<file path="src/common/dsj_pkg.sv">
// constants, types and register map of the decrement/skip/jump unit
// assumes an apb slave with byte addresses and 32-bit words
package dsj_pkg;

  ////////////////////////////////////////////////////////////////////////
  // register byte offsets
  localparam logic [7:0] OFF_INSTR = 8'h00;
  localparam logic [7:0] OFF_WACC = 8'h04;
  localparam logic [7:0] OFF_PC = 8'h08;
  localparam logic [7:0] OFF_LATCH_HIGH = 8'h0c;
  localparam logic [7:0] OFF_STATUS = 8'h10;
  localparam logic [7:0] OFF_FADDR = 8'h14;
  localparam logic [7:0] OFF_FDATA = 8'h18;

  ////////////////////////////////////////////////////////////////////////
  // status field positions
  localparam int FLAG_C = 0;
  localparam int FLAG_DC = 1;
  localparam int FLAG_Z = 2;
  localparam int FLAG_OV = 3;
  localparam int STAT_BUSY = 4;
  localparam int STAT_SKIP = 5;
  localparam int STAT_ILL = 6;

  ////////////////////////////////////////////////////////////////////////
  // opcode fields and reset values
  localparam logic [6:0] OPC_DEC = 7'h03;
  localparam logic [6:0] OPC_DSZ = 7'h0b;
  localparam logic [6:0] OPC_DSNZ = 7'h13;
  localparam logic [2:0] OPC_JUMP = 3'h6;
  localparam logic [15:0] PC_RESET = 16'h0000;
  localparam logic [7:0] BYTE_RESET = 8'h00;
  localparam logic [15:0] INSTR_RESET = 16'h0000;

  ////////////////////////////////////////////////////////////////////////
  // types
  typedef enum logic [2:0] {
    OP_NONE = 3'b000,
    OP_DEC = 3'b001,
    OP_DSZ = 3'b010,
    OP_DSNZ = 3'b011,
    OP_JUMP = 3'b100
  } op_e;

  typedef enum logic [1:0] {
    ST_IDLE = 2'b00,
    ST_EXEC = 2'b01,
    ST_FLUSH = 2'b10
  } state_e;

  typedef struct packed {
    op_e op;
    logic dest_f;
    logic [7:0] faddr;
    logic [12:0] lit;
  } decoded_s;

  typedef struct packed {
    logic ov;
    logic z;
    logic dc;
    logic c;
  } flags_s;

  typedef struct packed {
    logic [7:0] result;
    flags_s flags;
  } dec_result_s;

endpackage : dsj_pkg

</file>
<file path="src/verilog/dec_alu.sv">
// eight-bit decrement with borrow-style status flags
// assumes carry means no borrow, as in the core's subtract
module dec_alu (
  input wire logic [7:0] value,
  output dsj_pkg::dec_result_s res
);

  wire logic [7:0] result = value - 8'h01;

  assign res.result = result;
  assign res.flags.z = result == 8'h00;
  assign res.flags.c = value != 8'h00;
  assign res.flags.dc = value[3:0] != 4'h0;
  assign res.flags.ov = value == 8'h80;

endmodule : dec_alu

</file>
<file path="src/verilog/decrement_skip_and_jump_exec.sv">
// execution unit for decrement, decrement-skip and in-page jump
// assumes one apb master on pclk; instructions arrive via a register
// write, the register image stands in for the prefetch slot
//
// The register addresses and the APB interface to the registers were left to the implementer.

////////////////////////////////////////////////////////////////////////
// Summary of operation
// - decrement-skip forms read data register f and subtract one
// - destination bit 0 writes accumulator, 1 writes register f back
// - decrement-skip-on-zero skips next instruction when result zero
// - on non-zero result it runs next instruction, pc plus one
// - decrement-skip-on-nonzero skips when result non-zero, else runs on
// - jump is one word: top bits 110, thirteen bit literal below
// - jump loads the literal into pc bits 12 down to 0
// - jump then copies upper eight pc bits into the high latch
// - jump always takes two cycles, second is a no-operation
// - jump stays in current 8k page, pc bits above 12 unchanged
// - plain decrement sets zero flag when result becomes zero
module decrement_skip_and_jump_exec (
  input wire logic pclk,
  input wire logic presetn,
  input wire logic psel,
  input wire logic penable,
  input wire logic pwrite,
  input wire logic [7:0] paddr,
  input wire logic [31:0] pwdata,
  input wire logic [3:0] pstrb,
  output logic [31:0] prdata,
  output logic pready,
  output logic pslverr
);

  ////////////////////////////////////////////////////////////////////////
  // state
  logic [7:0] mem [0:255];
  dsj_pkg::state_e state;
  logic [15:0] ir;
  logic [15:0] pc;
  logic [7:0] pc_latch_high;
  logic [7:0] wacc;
  logic [7:0] faddr;
  dsj_pkg::flags_s flags;
  logic skip_pend;
  logic skipped;
  logic illegal;

  function automatic logic hit(input logic [7:0] a, input logic [7:0] off);
    hit = a == off;
  endfunction : hit

  ////////////////////////////////////////////////////////////////////////
  // apb decode
  wire logic busy = state != dsj_pkg::ST_IDLE;
  wire logic setup = psel & ~penable;
  wire logic access = psel & penable;
  wire logic sel_instr = hit(paddr, dsj_pkg::OFF_INSTR);
  wire logic sel_wacc = hit(paddr, dsj_pkg::OFF_WACC);
  wire logic sel_pc = hit(paddr, dsj_pkg::OFF_PC);
  wire logic sel_latch_high = hit(paddr, dsj_pkg::OFF_LATCH_HIGH);
  wire logic sel_status = hit(paddr, dsj_pkg::OFF_STATUS);
  wire logic sel_faddr = hit(paddr, dsj_pkg::OFF_FADDR);
  wire logic sel_fdata = hit(paddr, dsj_pkg::OFF_FDATA);
  wire logic mapped = sel_instr | sel_wacc | sel_pc | sel_latch_high |
                      sel_status | sel_faddr | sel_fdata;
  // writes wait out a running instruction so state never has two writers
  wire logic wr_stall = access & pwrite & busy;
  wire logic wr_ok = access & pwrite & ~busy & mapped;
  wire logic wr_lo = wr_ok & pstrb[0];
  wire logic wr_hi = wr_ok & pstrb[1];
  wire logic wr_instr = wr_lo & sel_instr;
  wire logic wr_wacc = wr_lo & sel_wacc;
  wire logic wr_pc_lo = wr_lo & sel_pc;
  wire logic wr_pc_hi = wr_hi & sel_pc;
  wire logic wr_latch_high = wr_lo & sel_latch_high;
  wire logic wr_status = wr_lo & sel_status;
  wire logic wr_faddr = wr_lo & sel_faddr;
  wire logic wr_fdata = wr_lo & sel_fdata;

  assign pready = ~wr_stall;
  assign pslverr = access & ~mapped;

  ////////////////////////////////////////////////////////////////////////
  // decode and arithmetic
  dsj_pkg::decoded_s dec;
  dsj_pkg::dec_result_s alu;

  instr_decode u_decode (
    .instr(ir),
    .dec(dec)
  );

  wire logic [7:0] operand = mem[dec.faddr];

  dec_alu u_alu (
    .value(operand),
    .res(alu)
  );

  wire logic exec = state == dsj_pkg::ST_EXEC;
  wire logic flush = state == dsj_pkg::ST_FLUSH;
  wire logic is_dec = dec.op == dsj_pkg::OP_DEC;
  wire logic is_dsz = dec.op == dsj_pkg::OP_DSZ;
  wire logic is_dsnz = dec.op == dsj_pkg::OP_DSNZ;
  wire logic is_jump = dec.op == dsj_pkg::OP_JUMP;
  wire logic is_arith = is_dec | is_dsz | is_dsnz;
  wire logic res_zero = alu.result == 8'h00;
  wire logic take_skip = (is_dsz & res_zero) |
                         (is_dsnz & ~res_zero);
  // only bits 12..0 move, so the jump cannot leave its 8k page
  wire logic [15:0] jump_pc = {pc[15:13], dec.lit};

  ////////////////////////////////////////////////////////////////////////
  // next values
  wire logic go_flush = exec & (is_jump | take_skip);
  wire logic step_pc = (exec & ~is_jump) | (flush & skip_pend);

  // code 2'b11 cannot arise; the default sends it back to idle
  dsj_pkg::state_e next_state;
  always_comb begin
    unique case (state)
      dsj_pkg::ST_IDLE: begin
        next_state = wr_instr ? dsj_pkg::ST_EXEC : dsj_pkg::ST_IDLE;
      end
      dsj_pkg::ST_EXEC: begin
        next_state = go_flush ? dsj_pkg::ST_FLUSH : dsj_pkg::ST_IDLE;
      end
      dsj_pkg::ST_FLUSH: begin
        next_state = dsj_pkg::ST_IDLE;
      end
      default: begin
        next_state = dsj_pkg::ST_IDLE;
      end
    endcase
  end

  wire logic [15:0] pc_sw = {wr_pc_hi ? pwdata[15:8] : pc[15:8],
                             wr_pc_lo ? pwdata[7:0] : pc[7:0]};
  wire logic [15:0] next_pc = (exec & is_jump) ? jump_pc :
                              step_pc ? pc + 16'h0001 :
                              pc_sw;
  wire logic [7:0] next_pc_latch_high =
    (exec & is_jump) ? jump_pc[15:8] :
    wr_latch_high ? pwdata[7:0] : pc_latch_high;
  wire logic acc_wr = exec & is_arith & ~dec.dest_f;
  wire logic [7:0] next_wacc = acc_wr ? alu.result :
                               wr_wacc ? pwdata[7:0] : wacc;
  // only the plain decrement touches flags; skip forms and jump keep them
  dsj_pkg::flags_s next_flags;
  assign next_flags = (exec & is_dec) ? alu.flags :
                      wr_status ? dsj_pkg::flags_s'(pwdata[3:0]) : flags;

  wire logic mem_exec_we = exec & is_arith & dec.dest_f;
  wire logic mem_we = mem_exec_we | wr_fdata;
  wire logic [7:0] mem_wa = mem_exec_we ? dec.faddr : faddr;
  wire logic [7:0] mem_wd = mem_exec_we ? alu.result : pwdata[7:0];

  ////////////////////////////////////////////////////////////////////////
  // sequencer
  always_ff @(posedge pclk or negedge presetn) begin
    if (!presetn) begin
      state <= dsj_pkg::ST_IDLE;
      ir <= dsj_pkg::INSTR_RESET;
      skip_pend <= 1'b0;
    end else begin
      state <= next_state;
      ir <= wr_instr ? pwdata[15:0] : ir;
      skip_pend <= exec & take_skip;
    end
  end

  always_ff @(posedge pclk or negedge presetn) begin
    if (!presetn) begin
      pc <= dsj_pkg::PC_RESET;
      pc_latch_high <= dsj_pkg::BYTE_RESET;
    end else begin
      pc <= next_pc;
      pc_latch_high <= next_pc_latch_high;
    end
  end

  always_ff @(posedge pclk or negedge presetn) begin
    if (!presetn) begin
      wacc <= dsj_pkg::BYTE_RESET;
      flags <= '0;
      faddr <= dsj_pkg::BYTE_RESET;
    end else begin
      wacc <= next_wacc;
      flags <= next_flags;
      faddr <= wr_faddr ? pwdata[7:0] : faddr;
    end
  end

  // sticky outcome bits, cleared when the next instruction is issued
  always_ff @(posedge pclk or negedge presetn) begin
    if (!presetn) begin
      skipped <= 1'b0;
      illegal <= 1'b0;
    end else if (exec) begin
      skipped <= take_skip;
      illegal <= dec.op == dsj_pkg::OP_NONE;
    end else if (wr_instr) begin
      skipped <= 1'b0;
      illegal <= 1'b0;
    end
  end

  // data memory has no reset; software must initialise what it uses
  always_ff @(posedge pclk) begin
    if (mem_we) begin
      mem[mem_wa] <= mem_wd;
    end
  end

  ////////////////////////////////////////////////////////////////////////
  // read path, captured in the setup cycle
  logic [31:0] status_word;
  always_comb begin
    status_word = '0;
    status_word[dsj_pkg::FLAG_OV:dsj_pkg::FLAG_C] = flags;
    status_word[dsj_pkg::STAT_BUSY] = busy;
    status_word[dsj_pkg::STAT_SKIP] = skipped;
    status_word[dsj_pkg::STAT_ILL] = illegal;
  end

  wire logic [31:0] read_value =
    sel_instr ? {16'h0000, ir} :
    sel_wacc ? {24'h000000, wacc} :
    sel_pc ? {16'h0000, pc} :
    sel_latch_high ? {24'h000000, pc_latch_high} :
    sel_status ? status_word :
    sel_faddr ? {24'h000000, faddr} :
    sel_fdata ? {24'h000000, mem[faddr]} : 32'h00000000;

  always_ff @(posedge pclk or negedge presetn) begin
    if (!presetn) begin
      prdata <= 32'h00000000;
    end else if (setup & ~pwrite) begin
      prdata <= read_value;
    end
  end

endmodule : decrement_skip_and_jump_exec

</file>
<file path="src/verilog/instr_decode.sv">
// instruction word decoder for decrement, skip and jump forms
// assumes a stable 16-bit instruction word from the same clock domain
module instr_decode (
  input wire logic [15:0] instr,
  output dsj_pkg::decoded_s dec
);

  wire logic is_dec = instr[15:9] == dsj_pkg::OPC_DEC;
  wire logic is_dsz = instr[15:9] == dsj_pkg::OPC_DSZ;
  wire logic is_dsnz = instr[15:9] == dsj_pkg::OPC_DSNZ;
  wire logic is_jump = instr[15:13] == dsj_pkg::OPC_JUMP;

  assign dec.op = is_jump ? dsj_pkg::OP_JUMP :
                  is_dsz ? dsj_pkg::OP_DSZ :
                  is_dsnz ? dsj_pkg::OP_DSNZ :
                  is_dec ? dsj_pkg::OP_DEC : dsj_pkg::OP_NONE;
  assign dec.dest_f = instr[8];
  assign dec.faddr = instr[7:0];
  assign dec.lit = instr[12:0];

endmodule : instr_decode
</file>
<file path="config.mk">
export PLATFORM = sky130hd
export DESIGN_NAME = decrement_skip_and_jump_exec
export DESIGN_NICKNAME = d
export VERILOG_FILES = /design/src/common/dsj_pkg.sv /design/src/verilog/dec_alu.sv /design/src/verilog/decrement_skip_and_jump_exec.sv /design/src/verilog/instr_decode.sv
export SDC_FILE = /design/constraint.sdc
export NUM_CORES = 2
export LEC_CHECK = 0
export BUFFER_PORTS_ARGS = -buffer_cell sky130_fd_sc_hd__buf_4
export CAP_MARGIN = 5
export CORE_UTILIZATION = 69
export DETAILED_ROUTE_END_ITERATION = 16
export PLACE_DENSITY = 0.95
export SLEW_MARGIN = 30
export SYNTH_ARGS = -nofsm -noshare
export SYNTH_HDL_FRONTEND = slang
export SYNTH_HIERARCHICAL = 1
export SYNTH_SLANG_ARGS = --single-unit
</file>
<file path="constraint.sdc">
create_clock -name pclk -period 15.3 [get_ports pclk]
set_input_delay 0.765 -clock pclk [delete_from_list [all_inputs] [get_ports pclk]]
set_output_delay 0.765 -clock pclk [all_outputs]
set_load 0.01 [all_outputs]
</file>
==> results of run 1 <==
[per-stage QoR]
| stage | cells | instance area [um^2] | worst slack [ns] | hold slack, ns |
|---|---|---|---|---|
| floorplan | 5175 | 100000 | 7.49 | 0.464 |
| global placement | 6796 | 102000 | 6.97 | 0.479 |
| detailed placement | 6796 | 102000 | 6.53 | 0.486 |
| CTS | 7171 | 109000 | 6.08 | 0.0573 |
[cells in the mapped netlist (7+ instances only)]
cell	number	area [um^2]
edfxtp_1	2048	61500
mux4_2	1179	26600
nor2_1	366	1370
nand2_1	233	875
clkbuf_1	228	856
buf_2	115	576
mux2_2	92	1040
o22ai_1	83	519
dfrtp_1	81	2030
a22oi_1	75	563
a21oi_1	71	355
buf_4	57	428
mux2i_1	54	541
nand3_1	54	270
buf_1	37	139
nor3_1	33	165
o21ai_0	33	165
nand2b_1	22	138
a211oi_1	17	128
a31oi_1	15	93.8
nand4_1	15	93.8
nor2b_1	15	93.8
o22a_1	14	123
and2_1	12	75.1
a221oi_1	11	96.3
nand3b_1	11	82.6
nor4_1	11	68.8
or4_1	10	75.1
a21o_1	9	67.6
a311oi_1	8	70.1
a32o_1	8	80.1
o31ai_1	8	60.1
xnor2_1	8	70.1
buf_6	7	78.8
inv_1	7	26.3
o311ai_0	7	61.3
[what timing repair did]
action / 4_1_cts
resized for setup: 0
buffers inserted: 0
hold buffers: 1
endpoints found under the setup margin: 0
endpoints found under the hold margin: 81
[kinds of logic after synthesis]
group	share of synthesized area, %
flops	63.3
mux	28.0
simple gates	3.67
buf+inv	2.11
compound gates	2.80
xor+xnor	0.113
fa+ha+maj	0.0374
other cells	0.00373
==> qor.yml, run 1 <==
global_route:
  antenna_found_initial: 96
  grt_max_degree: 123
yosys:
  synth-seq-cells: 2129
  ys_seq_area_share_pct: 63.3
  synthFlopType: "edfxtp_1"
  synth_area_um2: 100000
  yosys_warnings: 6
  postSynthCellCount: 5160
  ys_types: 78
  syn_area_per_cell_um2: 19.5
  synth-async-reset-ratio_pct: 3.80
  synth_edf_count: 2048
status:
  status: "aborted with a tool error"
  lastStage: "global routing (5_1_grt)"
  tool.error: "[ERROR GRT-0183] Net faddr\\[2\\]: the 3D maze router ran out of legal paths (heap underflow) - the net is boxed in by local congestion or blockages."
clock_network:
  numCtsBuffers: 202
  htreeDepth: 4
  root_buffer: "clkbuf_16"
  cts.sinks: 2129
  cts_buffer_depth: 3
floorplanning:
  io_pins: 83
  dieWidth_um: 383
  die_y_um: 383
  fp-row-count: 139
  initial_core_util_pct: 69.7
place:
  numPortBuffers: 48
  hpwl_mm: 213
  gp_congestion: 1.13
==> run 2: changes to the inputs <==
--- a/config.mk
+++ b/config.mk
@@ -7,9 +7,9 @@
 export LEC_CHECK = 0
 export BUFFER_PORTS_ARGS = -buffer_cell sky130_fd_sc_hd__buf_4
 export CAP_MARGIN = 5
-export CORE_UTILIZATION = 69
+export CORE_UTILIZATION = 40
 export DETAILED_ROUTE_END_ITERATION = 16
-export PLACE_DENSITY = 0.95
+export PLACE_DENSITY_LB_ADDON = 0.15
 export SLEW_MARGIN = 30
 export SYNTH_ARGS = -nofsm -noshare
 export SYNTH_HDL_FRONTEND = slang
==> run 2 against run 1 <==
  * The run now ends clean
  * Area after synthesis unchanged
  * Synthesized cell count unchanged
==> qor.yml, run 2 <==
yosys:
  syn_area_per_cell_um2: 19.5
  ys_top_cells_by_area: "edfxtp_1 61%, mux4_2 26%, dfrtp_1 2.0%, nor2_1 1.4%, mux2_2 1.0%"
  ys_types: 78
  yosys_warnings: 6
  synth-seq-cells: 2129
  synth-async-reset-ratio_pct: 3.80
  ys_seq_area_share_pct: 63.3
  synthFlopType: "edfxtp_1"
  synth_edf_count: 2048
  yosysTopAreaCell: "edfxtp_1"
  postSynthCellCount: 5160
  synth_common_cells: "2048 x edfxtp_1, 1179 x mux4_2, 366 x nor2_1, 233 x nand2_1, 228 x clkbuf_1"
  synth_top_area_share_pct: 61.2
  synth_area_um2: 100000
  yosysMostFrequentCell: "edfxtp_1"
timing:
  setup-violations-final: 0
  rsz0062_at_grt: "false"
  fmax_ghz: 0.125
  tightest_slew_ns: 1.28
  maxSlewViolCount: 0
  fin_skew_ns: 0.0588
  min_period_ns: 7.97
  relSlewSlack_pct: 14.4
  finalSetupTns_ns: 0
  fin_crit_sh_pct: 52.1
  hold_viol: 0
  setup_slack_ns: 7.33
cells_and_area:
  layout-drive-gt1-share_pct: 38.2
  layout_commonest_cell: "edfxtp_1"
  largest_reg_flops: 2048
  area_growth_pct: 12.2
  fin_cells: 8725
  top_register: "mem"
  fin_nets: 5244
  final_cell_mix: "2048 x edfxtp_1, 1179 x mux4_2, 230 x clkbuf_16, 225 x nand2_1, 214 x nor2_1"
route:
  via_count: 55900
  ant_nets: 0
  first_pass_iters: 6
  viasPerCell: 6.41
  totalWireLength_mm: 326
  drc: 0
  routedWlPerCell_um: 37.3
  drtIter0Drc: 6298
setup_path:
  arrival_ns: 8.49
  r2r_start: "ir[1]"
  max_stage_delay_ns: 0.89
  cp_common_cell: "buf_4"
  reg2regPathDepth: 14
  critPathLaunchType: "flop"
  crit_slowest_cell: "dfrtp_4"
  crit_path_end_kind: "flop"
  cp-startpoint: "ir[1]"
  crit_fanout: 97
  cp.required_ns: 15.82
  crit_chain: "buf_4 -> buf_4 -> mux4_2 -> mux4_2 -> a22oi_1 -> a21oi_1 -> or4_1 -> nor2_1 -> nand2_1 -> xnor2_1 -> nand2_1 -> nand2_4 -> buf_6 -> buf_4"
  setup.worst_path.end: "mem[172][4]"
  critical_path_class: "flop to flop"
  timing.rr.end: "mem[172][4]"
  r2r_slack_ns: 7.33
global_route:
  antenna_found_initial: 13
  grt_max_degree: 113
  grt_use_total_pct: 25.9
  overflow: 0
  grt_pass1_wl_mm: 454
  grt_pass1_vias: 56800
status:
  status: "completed"
clock_network:
  clock_latency_ns: 0.89
  clk_pin_slew_ns: 0.06
  cts.sinks: 2129
  numCtsBuffers: 224
  root_buffer: "clkbuf_16"
  post_cts_resized: 0
  post_cts_buffers: 0
  htreeDepth: 4
  cts_tree: "done"
  cts_buffer_depth: 3
floorplanning:
  dieWidth_um: 503
  design.die.area_um2: 253000
  coreArea_um2: 249000
  initial_core_util_pct: 40.3
  io_pins: 83
  fp-row-count: 183
  die_y_um: 503
place:
  hpwl_mm: 211
  dp_cells: 8294
  numPortBuffers: 48
  place_ws_ns: 7.03
  gp_congestion: 0.931
pwr:
  ir_worst_vdd_v: 0.0000982
  power_density_nw_per_um2: 107
  leakage_nw: 33.3
min_path:
  hp-class: "primary input to flop"
run:
  drv_cap: 0
-- run 2: how the worst min path moves through the flow --
stage | start | end | cells past startpoint
floorplan | skipped | skipped | 2
global placement | prdata[11] | prdata[11] | 2
detailed placement | prdata[14] | prdata[14] | 2
CTS | pwdata[9] | ir[9] | 3
global route | pwdata[9] | ir[9] | 3
finish | pwdata[15] | ir[15] | 3
-- run 2: layout make-up --
cell class              count  area, um^2
clock buffers             282        5970
clock inverters           136        1310
inverters                  10        45.0
fillers                 21300      136000
flip-flops and latches   2129       63600
repair buffers            235        2000
diodes                     11        27.5
multi-input cells        2592       35600
well taps                3330        4170
-- run 2: power breakdown --
| group | leakage, nW | total [mW] | switching (mW) | internal [mW] |
|---|---|---|---|---|
| logic | 10.4 | 0.164 | 0.131 | 0.0334 |
| registers | 19.4 | 6.40 | 0.00919 | 6.39 |
| clock network | 3.55 | 5.48 | 2.36 | 3.13 |
-- run 2: per-stage QoR --
step | power [mW] | hold WS, ns | area (um^2) | utilization (%)
2_1_floorplan | 6.62 | 0.464 | 100000 | -
6_report | 12.0 | 0.103 | 113000 | 45.2
3_5_place_dp | 6.69 | 0.513 | 105000 | 42.2
5_1_grt | 12.3 | 0.0757 | 113000 | 45.2
3_3_place_gp | 6.68 | 0.502 | 105000 | 42.0
4_1_cts | 12.1 | 0.0443 | 112000 | 45.2
-- run 2: cell families (layout without fill, tap and decap cells) --
family | after synthesis | count (layout) | share of synthesized area [%]
adder cells (fa/ha/maj) | 3 | 3 | 0.0374
buffers and inverters | 454 | 663 | 2.11
other | 1 | 27 | 0.00373
multiplexers | 1325 | 1325 | 28.0
AO/OA/AOI/OAI | 408 | 408 | 2.80
XOR/XNOR | 13 | 13 | 0.113
flip-flops | 2129 | 2129 | 63.3
AND/OR/NAND/NOR | 827 | 827 | 3.67
-- run 2: timing repair --
action | in CTS | in global routing
hold endpoints to repair | 20 | 0
setup endpoints to repair | 0 | 0
hold buffers | 1 | 0
-- run 2: critical path: cells and delay by family, from the launching register on --
family          cells  cell delay [ns]
xor+xnor            1             0.27
mux                 2             0.96
flops               1             0.89
simple gates        5             1.71
compound gates      2             0.73
buf+inv             4             2.71
-- run 2: routing by layer --
layer  vias up  share of wire (%)  global-route usage [%]
met3       576                8.3                    5.80
met1     30600                 39                    34.5
met4         8                4.4                    10.6
li1      22200                  -                       -
met2      2527                 48                    41.3
met5         -              0.015                       0
No activity file was read; power rests on OpenSTA's default activity.
